`config.mk`:
```
export PLATFORM = sky130hd
export DESIGN_NAME = seep_port
export DESIGN_NICKNAME = d
export VERILOG_FILES = /design/src/hw/seep_pkg.sv /design/src/hw/seep_port.sv /design/src/hw/seep_mem.sv
export SDC_FILE = /design/constraint.sdc
export NUM_CORES = 2
export LEC_CHECK = 0
export BUFFER_PORTS_ARGS = -buffer_cell sky130_fd_sc_hd__buf_2
export CAP_MARGIN = 20
export CORE_ASPECT_RATIO = 0.6
export CORE_MARGIN = 1.5
export CORE_UTILIZATION = 25
export CTS_CLUSTER_DIAMETER = 50
export DETAILED_ROUTE_END_ITERATION = 16
export HOLD_SLACK_MARGIN = 0.02
export REMOVE_ABC_BUFFERS = 1
export SYNTH_ARGS = -nofsm -noshare
export SYNTH_HDL_FRONTEND = slang
export SYNTH_HIERARCHICAL = 1
export SYNTH_MEMORY_MAX_BITS = 65536
export SYNTH_SLANG_ARGS = --single-unit
export TNS_END_PERCENT = 50
```
`constraint.sdc`:
```
create_clock -name ref_clk_i -period 7.2 [get_ports ref_clk_i]
set_clock_uncertainty 0.05 [all_clocks]
set_input_delay 1.44 -clock ref_clk_i [delete_from_list [all_inputs] [get_ports ref_clk_i]]
set_output_delay 1.44 -clock ref_clk_i [all_outputs]
set_load 0.05 [all_outputs]
```
`src/hw/seep_pkg.sv`:
```
// shared constants, types and helpers for the serial memory port
package seep_pkg;

  localparam int ADDR_W = 9;
  localparam int DATA_W = 8;
  localparam int PAGE_W = 4;
  localparam int PAGE_BYTES = 16;
  localparam int BIT_CNT_W = 3;
  localparam int TWC_W = 20;

  // self-timed write cycle, longest time, rounded down
  localparam int TWC_MS = 5;
  localparam int CLK_KHZ = 125000;
  localparam int TWC_CYCLES_DFLT = TWC_MS * CLK_KHZ;

  // opcodes; bit 3 carries the top address bit or is ignored
  localparam logic [7:0] OPC_IGN_MASK = 8'hF7;
  localparam logic [7:0] OPC_READ = 8'h03;
  localparam logic [7:0] OPC_WRITE = 8'h02;
  localparam logic [7:0] OPC_LATCH_CLR = 8'h04;
  localparam logic [7:0] OPC_LATCH_SET = 8'h06;
  localparam logic [7:0] OPC_STAT_RD = 8'h05;
  localparam logic [7:0] OPC_STAT_WR = 8'h01;
  localparam int OPC_ADDR_BIT = 3;

  // status byte layout
  localparam int ST_BUSY = 0;
  localparam int ST_WEL = 1;
  localparam int ST_BP_LO = 2;
  localparam int ST_BP_HI = 3;

  // block protect codes and region starts
  localparam logic [1:0] BP_NONE = 2'h0;
  localparam logic [1:0] BP_QTR = 2'h1;
  localparam logic [1:0] BP_HALF = 2'h2;
  localparam logic [ADDR_W-1:0] PROT_QTR_BASE = 9'h180;
  localparam logic [ADDR_W-1:0] PROT_HALF_BASE = 9'h100;

  // values after reset
  localparam logic [1:0] BP_RST = 2'h0;
  localparam logic WEL_RST = 1'b0;

  typedef struct packed {
    logic cs_n;
    logic sck;
    logic si;
    logic hold_n;
    logic wp_n;
  } seep_pins_s;

  localparam seep_pins_s PINS_IDLE = '{cs_n: 1'b1, sck: 1'b0, si: 1'b0, hold_n: 1'b1, wp_n: 1'b1};

  typedef enum logic [2:0] {
    CMD_READ,
    CMD_WRITE,
    CMD_LATCH_CLR,
    CMD_LATCH_SET,
    CMD_STAT_RD,
    CMD_STAT_WR,
    CMD_BAD
  } seep_cmd_e;

  typedef enum {
    ST_IDLE,
    ST_OPC,
    ST_ADDR,
    ST_RDATA,
    ST_WDATA,
    ST_SREAD,
    ST_SWRITE,
    ST_LATCH,
    ST_IGNORE
  } seep_state_e;

  function automatic seep_cmd_e decode_opc(input logic [7:0] opc);
    logic [7:0] m;
    m = opc & OPC_IGN_MASK;
    if (m == OPC_READ) return CMD_READ;
    if (m == OPC_WRITE) return CMD_WRITE;
    if (m == OPC_LATCH_CLR) return CMD_LATCH_CLR;
    if (m == OPC_LATCH_SET) return CMD_LATCH_SET;
    if (m == OPC_STAT_RD) return CMD_STAT_RD;
    if (m == OPC_STAT_WR) return CMD_STAT_WR;
    return CMD_BAD;
  endfunction

  function automatic logic is_protected(input logic [1:0] bp, input logic [ADDR_W-1:0] addr);
    if (bp == BP_NONE) return 1'b0;
    if (bp == BP_QTR) return addr >= PROT_QTR_BASE;
    if (bp == BP_HALF) return addr >= PROT_HALF_BASE;
    return 1'b1;
  endfunction

endpackage

```
`src/hw/seep_port.sv`:
```
// serial command port of a 512-byte nonvolatile memory, pins sampled on ref_clk_i
module seep_port #(
  parameter int unsigned TWC_CYCLES = seep_pkg::TWC_CYCLES_DFLT
) (
  input wire logic ref_clk_i,
  input wire logic resetn_i,
  input wire logic clk_en_i,
  input wire seep_pkg::seep_pins_s pins_i,
  output logic so_o,
  output logic so_oe_o,
  output logic busy_o,
  output logic wel_o,
  output logic [seep_pkg::DATA_W-1:0] status_o
);
  import seep_pkg::*;

  localparam logic [TWC_W-1:0] TWC_LAST = TWC_W'(TWC_CYCLES - 1);

  // pin synchronisers and edge history
  seep_pins_s sync1_r;
  seep_pins_s sync2_r;
  logic sck_q_r;
  logic cs_q_r;

  // frame state
  seep_state_e state_r;
  logic [BIT_CNT_W-1:0] bit_cnt_r;
  logic [DATA_W-1:0] sh_r;
  logic [DATA_W-1:0] sh_nxt;
  logic [ADDR_W-1:0] ptr_r;
  logic is_wr_r;
  logic got_byte_r;
  logic latch_set_r;
  logic [1:0] stage_bp_r;
  logic [PAGE_BYTES-1:0] valid_r;
  logic paused_r;
  logic [DATA_W-1:0] osh_r;
  logic [BIT_CNT_W-1:0] ocnt_r;
  logic drive_r;
  logic so_r;

  // write cycle engine
  logic busy_r;
  logic [TWC_W-1:0] twc_cnt_r;
  logic op_status_r;
  logic [ADDR_W-PAGE_W-1:0] page_r;
  logic [1:0] new_bp_r;
  logic [PAGE_W:0] prog_idx_r;
  logic prog_we_r;
  logic [PAGE_W-1:0] prog_low_r;
  logic [1:0] bp_r;
  logic wel_r;

  logic sck_rise;
  logic sck_fall;
  logic cs_fall;
  logic cs_rise;
  logic sel;
  logic byte_done;
  logic cycle_end;
  logic start_ok;
  logic pb_we;
  logic [DATA_W-1:0] pb_rdata;
  logic [DATA_W-1:0] mem_rdata;
  logic [DATA_W-1:0] status_byte;
  logic [DATA_W-1:0] out_byte;
  seep_cmd_e cmd;

  always_ff @(posedge ref_clk_i) begin
    if (!resetn_i) begin
      sync1_r <= PINS_IDLE;
      sync2_r <= PINS_IDLE;
      sck_q_r <= 1'b0;
      cs_q_r <= 1'b1;
    end else if (clk_en_i) begin
      sync1_r <= pins_i;
      sync2_r <= sync1_r;
      sck_q_r <= sync2_r.sck;
      cs_q_r <= sync2_r.cs_n;
    end
  end

  assign sel = !sync2_r.cs_n;
  assign sck_rise = sync2_r.sck && !sck_q_r && sel && !paused_r;
  assign sck_fall = !sync2_r.sck && sck_q_r && sel && !paused_r;
  assign cs_fall = !sync2_r.cs_n && cs_q_r;
  assign cs_rise = sync2_r.cs_n && !cs_q_r;
  assign sh_nxt = {sh_r[DATA_W-2:0], sync2_r.si};
  assign byte_done = sck_rise && (bit_cnt_r == '1);
  assign cmd = decode_opc(sh_nxt);
  assign cycle_end = busy_r && (twc_cnt_r == TWC_LAST);

  always_comb begin
    status_byte = '0;
    status_byte[ST_BUSY] = busy_r;
    status_byte[ST_WEL] = wel_r;
    status_byte[ST_BP_LO] = bp_r[0];
    status_byte[ST_BP_HI] = bp_r[1];
  end

  assign out_byte = (state_r == ST_RDATA) ? mem_rdata : status_byte;
  assign pb_we = byte_done && (state_r == ST_WDATA);

  // pause follows hold only while the clock is low
  always_ff @(posedge ref_clk_i) begin
    if (!resetn_i) begin
      paused_r <= 1'b0;
    end else if (clk_en_i) begin
      if (!sel) begin
        paused_r <= 1'b0;
      end else if (!sync2_r.sck) begin
        paused_r <= !sync2_r.hold_n;
      end
    end
  end

  // serial frame: shifting in, decoding and shifting out
  always_ff @(posedge ref_clk_i) begin
    if (!resetn_i) begin
      state_r <= ST_IDLE;
      bit_cnt_r <= '0;
      sh_r <= '0;
      ptr_r <= '0;
      is_wr_r <= 1'b0;
      got_byte_r <= 1'b0;
      latch_set_r <= 1'b0;
      stage_bp_r <= BP_RST;
      valid_r <= '0;
      osh_r <= '0;
      ocnt_r <= '0;
      drive_r <= 1'b0;
      so_r <= 1'b0;
    end else if (clk_en_i) begin
      if (!sel) begin
        state_r <= ST_IDLE;
        bit_cnt_r <= '0;
        ocnt_r <= '0;
        drive_r <= 1'b0;
      end else if (cs_fall) begin
        state_r <= ST_OPC;
        bit_cnt_r <= '0;
        ocnt_r <= '0;
        drive_r <= 1'b0;
      end else if (sck_rise) begin
        sh_r <= sh_nxt;
        bit_cnt_r <= bit_cnt_r + 1'b1;
        if (state_r == ST_LATCH) begin
          state_r <= ST_IGNORE;
        end else if (byte_done) begin
          unique case (state_r)
            ST_OPC: begin
              unique case (cmd)
                CMD_READ: begin
                  ptr_r[ADDR_W-1] <= sh_nxt[OPC_ADDR_BIT];
                  is_wr_r <= 1'b0;
                  state_r <= busy_r ? ST_IGNORE : ST_ADDR;
                end
                CMD_WRITE: begin
                  ptr_r[ADDR_W-1] <= sh_nxt[OPC_ADDR_BIT];
                  is_wr_r <= 1'b1;
                  valid_r <= busy_r ? valid_r : '0;
                  state_r <= busy_r ? ST_IGNORE : ST_ADDR;
                end
                CMD_LATCH_CLR: begin
                  latch_set_r <= 1'b0;
                  state_r <= ST_LATCH;
                end
                CMD_LATCH_SET: begin
                  latch_set_r <= 1'b1;
                  state_r <= ST_LATCH;
                end
                CMD_STAT_RD: begin
                  state_r <= ST_SREAD;
                end
                CMD_STAT_WR: begin
                  got_byte_r <= 1'b0;
                  state_r <= busy_r ? ST_IGNORE : ST_SWRITE;
                end
                CMD_BAD: begin
                  state_r <= ST_IGNORE;
                end
              endcase
            end
            ST_ADDR: begin
              ptr_r[DATA_W-1:0] <= sh_nxt;
              got_byte_r <= 1'b0;
              state_r <= is_wr_r ? ST_WDATA : ST_RDATA;
            end
            ST_WDATA: begin
              got_byte_r <= 1'b1;
              valid_r[ptr_r[PAGE_W-1:0]] <= 1'b1;
              ptr_r[PAGE_W-1:0] <= ptr_r[PAGE_W-1:0] + 1'b1;
            end
            ST_SWRITE: begin
              got_byte_r <= 1'b1;
              stage_bp_r <= {sh_nxt[ST_BP_HI], sh_nxt[ST_BP_LO]};
            end
            default: begin
            end
          endcase
        end
      end else if (sck_fall && (state_r == ST_RDATA || state_r == ST_SREAD)) begin
        drive_r <= 1'b1;
        ocnt_r <= ocnt_r + 1'b1;
        if (ocnt_r == '0) begin
          so_r <= out_byte[DATA_W-1];
          osh_r <= {out_byte[DATA_W-2:0], 1'b0};
          if (state_r == ST_RDATA) begin
            ptr_r <= ptr_r + 1'b1;
          end
        end else begin
          so_r <= osh_r[DATA_W-1];
          osh_r <= {osh_r[DATA_W-2:0], 1'b0};
        end
      end
    end
  end

  // a cycle starts only on a byte boundary with latch and pin allowing it, and for a page write the block as well
  always_comb begin
    start_ok = 1'b0;
    if (cs_rise && !busy_r && wel_r && sync2_r.wp_n && got_byte_r
        && bit_cnt_r == '0) begin
      if (state_r == ST_WDATA) begin
        start_ok = !is_protected(bp_r, {ptr_r[ADDR_W-1:PAGE_W], PAGE_W'(0)});
      end else if (state_r == ST_SWRITE) begin
        start_ok = 1'b1;
      end
    end
  end

  // self-timed write cycle and page programming
  always_ff @(posedge ref_clk_i) begin
    if (!resetn_i) begin
      busy_r <= 1'b0;
      twc_cnt_r <= '0;
      op_status_r <= 1'b0;
      page_r <= '0;
      new_bp_r <= BP_RST;
      prog_idx_r <= '0;
      prog_we_r <= 1'b0;
      prog_low_r <= '0;
      bp_r <= BP_RST;
    end else if (clk_en_i) begin
      prog_we_r <= 1'b0;
      if (start_ok) begin
        busy_r <= 1'b1;
        twc_cnt_r <= '0;
        op_status_r <= (state_r == ST_SWRITE);
        page_r <= ptr_r[ADDR_W-1:PAGE_W];
        new_bp_r <= stage_bp_r;
        prog_idx_r <= '0;
      end else if (busy_r) begin
        twc_cnt_r <= twc_cnt_r + 1'b1;
        if (prog_idx_r != (PAGE_W+1)'(PAGE_BYTES)) begin
          prog_idx_r <= prog_idx_r + 1'b1;
          prog_low_r <= prog_idx_r[PAGE_W-1:0];
          prog_we_r <= !op_status_r && valid_r[prog_idx_r[PAGE_W-1:0]];
        end
        if (cycle_end) begin
          busy_r <= 1'b0;
          if (op_status_r) begin
            bp_r <= new_bp_r;
          end
        end
      end
    end
  end

  // write-enable latch
  always_ff @(posedge ref_clk_i) begin
    if (!resetn_i) begin
      wel_r <= WEL_RST;
    end else if (clk_en_i) begin
      if (!sync2_r.wp_n) begin
        wel_r <= 1'b0;
      end else if (cs_rise && state_r == ST_LATCH) begin
        wel_r <= latch_set_r;
      end else if (cycle_end) begin
        wel_r <= 1'b0;
      end
    end
  end

  // registered outputs
  always_ff @(posedge ref_clk_i) begin
    if (!resetn_i) begin
      so_o <= 1'b0;
      so_oe_o <= 1'b0;
      busy_o <= 1'b0;
      wel_o <= WEL_RST;
      status_o <= '0;
    end else if (clk_en_i) begin
      so_o <= so_r;
      so_oe_o <= sel && sync2_r.hold_n && drive_r;
      busy_o <= busy_r;
      wel_o <= wel_r;
      status_o <= status_byte;
    end
  end

  seep_mem #(
    .AW(PAGE_W)
  ) u_page_buf (
    .clk_i(ref_clk_i),
    .clk_en_i(clk_en_i),
    .we_i(pb_we),
    .waddr_i(ptr_r[PAGE_W-1:0]),
    .wdata_i(sh_nxt),
    .raddr_i(prog_idx_r[PAGE_W-1:0]),
    .rdata_o(pb_rdata)
  );

  seep_mem #(
    .AW(ADDR_W)
  ) u_array (
    .clk_i(ref_clk_i),
    .clk_en_i(clk_en_i),
    .we_i(prog_we_r),
    .waddr_i({page_r, prog_low_r}),
    .wdata_i(pb_rdata),
    .raddr_i(ptr_r),
    .rdata_o(mem_rdata)
  );

endmodule

```
`src/hw/seep_mem.sv`:
```
// simple dual-port byte memory with registered read data
module seep_mem #(
  parameter int AW = 9
) (
  input wire logic clk_i,
  input wire logic clk_en_i,
  input wire logic we_i,
  input wire logic [AW-1:0] waddr_i,
  input wire logic [seep_pkg::DATA_W-1:0] wdata_i,
  input wire logic [AW-1:0] raddr_i,
  output logic [seep_pkg::DATA_W-1:0] rdata_o
);
  import seep_pkg::*;

  logic [DATA_W-1:0] mem_r [2**AW];

  always_ff @(posedge clk_i) begin
    if (clk_en_i) begin
      if (we_i) begin
        mem_r[waddr_i] <= wdata_i;
      end
      rdata_o <= mem_r[raddr_i];
    end
  end

endmodule

```
==> flow_summary.json <==
{
  "status": "finished, final reports clean",
  "power_density_nw_per_um2": 247,
  "synth_top_area_share_pct": 74.3,
  "yosysMostFrequentCell": "edfxtp_1",
  "worstHoldEndpoint": "new_bp_r[1]",
  "crit_type": "reg -> reg",
  "dr_wl_met3_um": 70900,
  "clkTransAtPathRegs_ns": 0.07,
  "cp_max_fo": 60,
  "ant_nets": 0,
  "yosysTopAreaCell": "edfxtp_1",
  "via_per_inst": 4.97,
  "hold_viol_final": 0,
  "ctsHtreeMaxLevel": 5,
  "cts_setup_buffers": 0,
  "ys_top_cells_by_area": "edfxtp_1 74%, mux4_2 8.4%, mux2i_1 5.0%",
  "wl_per_cell_um": 25.9,
  "place_ws_ns": 1.78,
  "leakage_nw": 54.9,
  "vias": 91300,
  "placed_area_um2": 182000,
  "cts_root_buf": "clkbuf_16",
  "start_kind": "register",
  "synth-edff-count": 4240,
  "yosysWarnings": 6,
  "ir_drop_mv": 0.189,
  "ys_dominant_reg_cell": "edfxtp_1",
  "hold_class": "reg -> reg",
  "clock_sinks": 4357,
  "post_synth.cell_area_avg_um2": 19.1,
  "dpl.hpwl_um": 295000,
  "antenna_found_initial": 32,
  "min-delay-start": "new_bp_r[1]",
  "synth_area_um2": 171000,
  "tightestPinTransition_ns": 1.40,
  "grt_pass1_wl_um": 669000,
  "m1WireLength_um": 220000,
  "maxSlewViolCount": 0,
  "top_layer": "met5",
  "routed_wl_um": 476000,
  "die_h_um": 644,
  "cts_buffer_depth": 4,
  "gp_congestion": 0.884,
  "final_area_um2": 193000,
  "r2r-start": "ptr_r[0]",
  "die_area_um2": 690000,
  "worst_slack_ns": 1.64,
  "ios": 20,
  "drt_iter0_markers": 14400,
  "initial_core_util_pct": 25.1,
  "grt_overflow": 0,
  "setup-violations-final": 0,
  "rows": 235,
  "end_kind": "register",
  "dr.pass1.iters": 6,
  "drc": 0,
  "cts_resized": 0,
  "hold-path-cell-count": 2,
  "synth.distinct_cells": 82,
  "fill_cells": 66900,
  "cts_buffers": 343,
  "grt_pass1_vias": 84800,
  "reg2reg_setup_slack_ns": 1.64,
  "port_buffers": 15,
  "track_usage_pct": 13.2,
  "core_area_um2": 683000,
  "rsz0062_at_grt": "false",
  "route.met2.wl_um": 179000,
  "netlist_instances": 8945,
  "post-route-period-util_pct": 77.2,
  "cp.arrival_ns": 6.19,
  "ff_latch_area_um2": 130000,
  "ff2ff_path_depth": 8,
  "final_layout_size_suffix_gt1_share_pct": 16.3,
  "ctsHoldBuffers": 0,
  "ys_ff_latch": 4357,
  "clk-insertion-delay-late_ns": 0.93,
  "syn2layout_area_growth_pct": 12.8,
  "postSynth.asyncResetShare_pct": 0,
  "required_ns": 7.83,
  "layout.nets": 8997,
  "yosysSeqAreaShare_pct": 75.7,
  "max_freq_ghz": 0.180,
  "synth_commonest_cells": "4240 x edfxtp_1, 849 x mux2i_1, 639 x mux4_2, 639 x nor2_1, 368 x o221ai_1",
  "die_w_um": 1070,
  "multiInputGateArea_um2": 38200,
  "min_period_ns": 5.56,
  "grt_max_degree": 175,
  "cts_tree": "yes",
  "worst_r2r_endpoint": "u_array/rdata_o[1]",
  "relSlewSlack_pct": 6.38,
  "maxCapViolations": 0
}
worst max-delay path by stage:
| stage | from | slack (ns) | end |
|---|---|---|---|
| after floorplan | ptr_r[0] | -52.79 | u_page_buf/mem_r[0][0] |
| after global placement | ptr_r[6] | 1.82 | u_array/rdata_o[6] |
| after detailed placement | ptr_r[5] | 1.78 | u_array/rdata_o[6] |
| after CTS | ptr_r[6] | 1.80 | u_array/rdata_o[6] |
| after global routing | ptr_r[0] | 1.61 | u_array/rdata_o[1] |
| final | ptr_r[0] | 1.64 | u_array/rdata_o[1] |
cell families (layout without fill, tap and decap cells):
| kind of cell | count (synthesis) | in the layout | share of synthesized area [%] |
|---|---|---|---|
| simple gates | 1226 | 1226 | 3.25 |
| fa+ha+maj | 12 | 12 | 0.0877 |
| flops | 4357 | 4357 | 75.7 |
| xor+xnor | 7 | 7 | 0.0358 |
| other cells | 1 | 11 | 0.00219 |
| buf+inv | 596 | 903 | 2.12 |
| mux | 1522 | 1522 | 13.9 |
| compound gates | 1224 | 1224 | 4.93 |
cells in the final DEF, fill, tap and decap left out, types with 28 or more instances in the layout:
master     synthesis  routed
edfxtp_1        4240    4240
mux2i_1          849     849
mux4_2           639     639
nor2_1           639     636
o221ai_1         368     368
clkbuf_16          0     352
a21oi_1          270     269
nand2_1          224     209
buf_4             71     190
o22ai_1          186     186
o21ai_0          148     148
a22oi_1          116     116
dfxtp_1          117     111
clkinv_2           0      76
nand4_1           61      61
nand3_1           59      55
clkinv_1           2      55
clkbuf_1         284      47
buf_12            12      47
nor3_1            46      45
bufinv_16          0      38
a211oi_1          32      32
mux4_1            31      31
nor4_1            35      30
o31ai_1           28      28
routing by layer:
metal  GRT usage (%)  vias up
met4            1.73       10
met2            16.3     5506
met3            5.24      502
met1            21.3    48300
met5               0        -
li1                -    37000
layout make-up:
class                   count  share of cell area [%]
flip-flops and latches   4357                    67.1
inverters                  22                  0.0466
repair buffers            258                    1.30
diodes                      7                 0.00906
clock buffers             401                    4.66
multi-input cells        3995                    19.8
well taps                9124                    5.91
clock inverters           222                    1.19
critical path: stages, from the launching register on:
cell     delay [ns]
dfxtp_4        1.05
buf_12         0.39
buf_12         0.42
mux4_2         0.58
o21ai_0        0.78
nand3_1        0.35
nand4_1        0.20
nand4_1        0.84
and3_1         0.46
state kept, by name, indices dropped and copies added (netlist names), 5 cells and up:
name and flops:
u_page_buf/rdata_o 8, u_page_buf/mem_r 128, ptr_r 9, u_array/mem_r 4096, valid_r 16, osh_r 7, prog_idx_r 5, sync1_r 5
twc_cnt_r 20, sh_r 7, u_array/rdata_o 8, page_r 5
stage by stage:
stage	hold WS, ns	setup TNS (ns)	power (mW)	util [%]	cells
2_1_floorplan	0.381	-9590.58	28.4	-	8374
3_3_place_gp	0.391	0	28.6	26.6	17700
3_5_place_dp	0.400	0	28.6	26.6	17700
4_1_cts	0.412	0	48.0	28.3	18400
5_1_grt	0.420	0	49.1	28.3	18400
6_report	0.415	0	47.8	28.3	18400
report_power, final:
part | switching, mW | total [mW] | internal (mW)
Clock | 9.28 | 19.7 | 10.4
Combinational | 0.449 | 0.580 | 0.131
Sequential | 0.0214 | 27.5 | 27.5
Total | 9.75 | 47.8 | 38.0
Note: power is estimated with default switching activity, not from simulation.
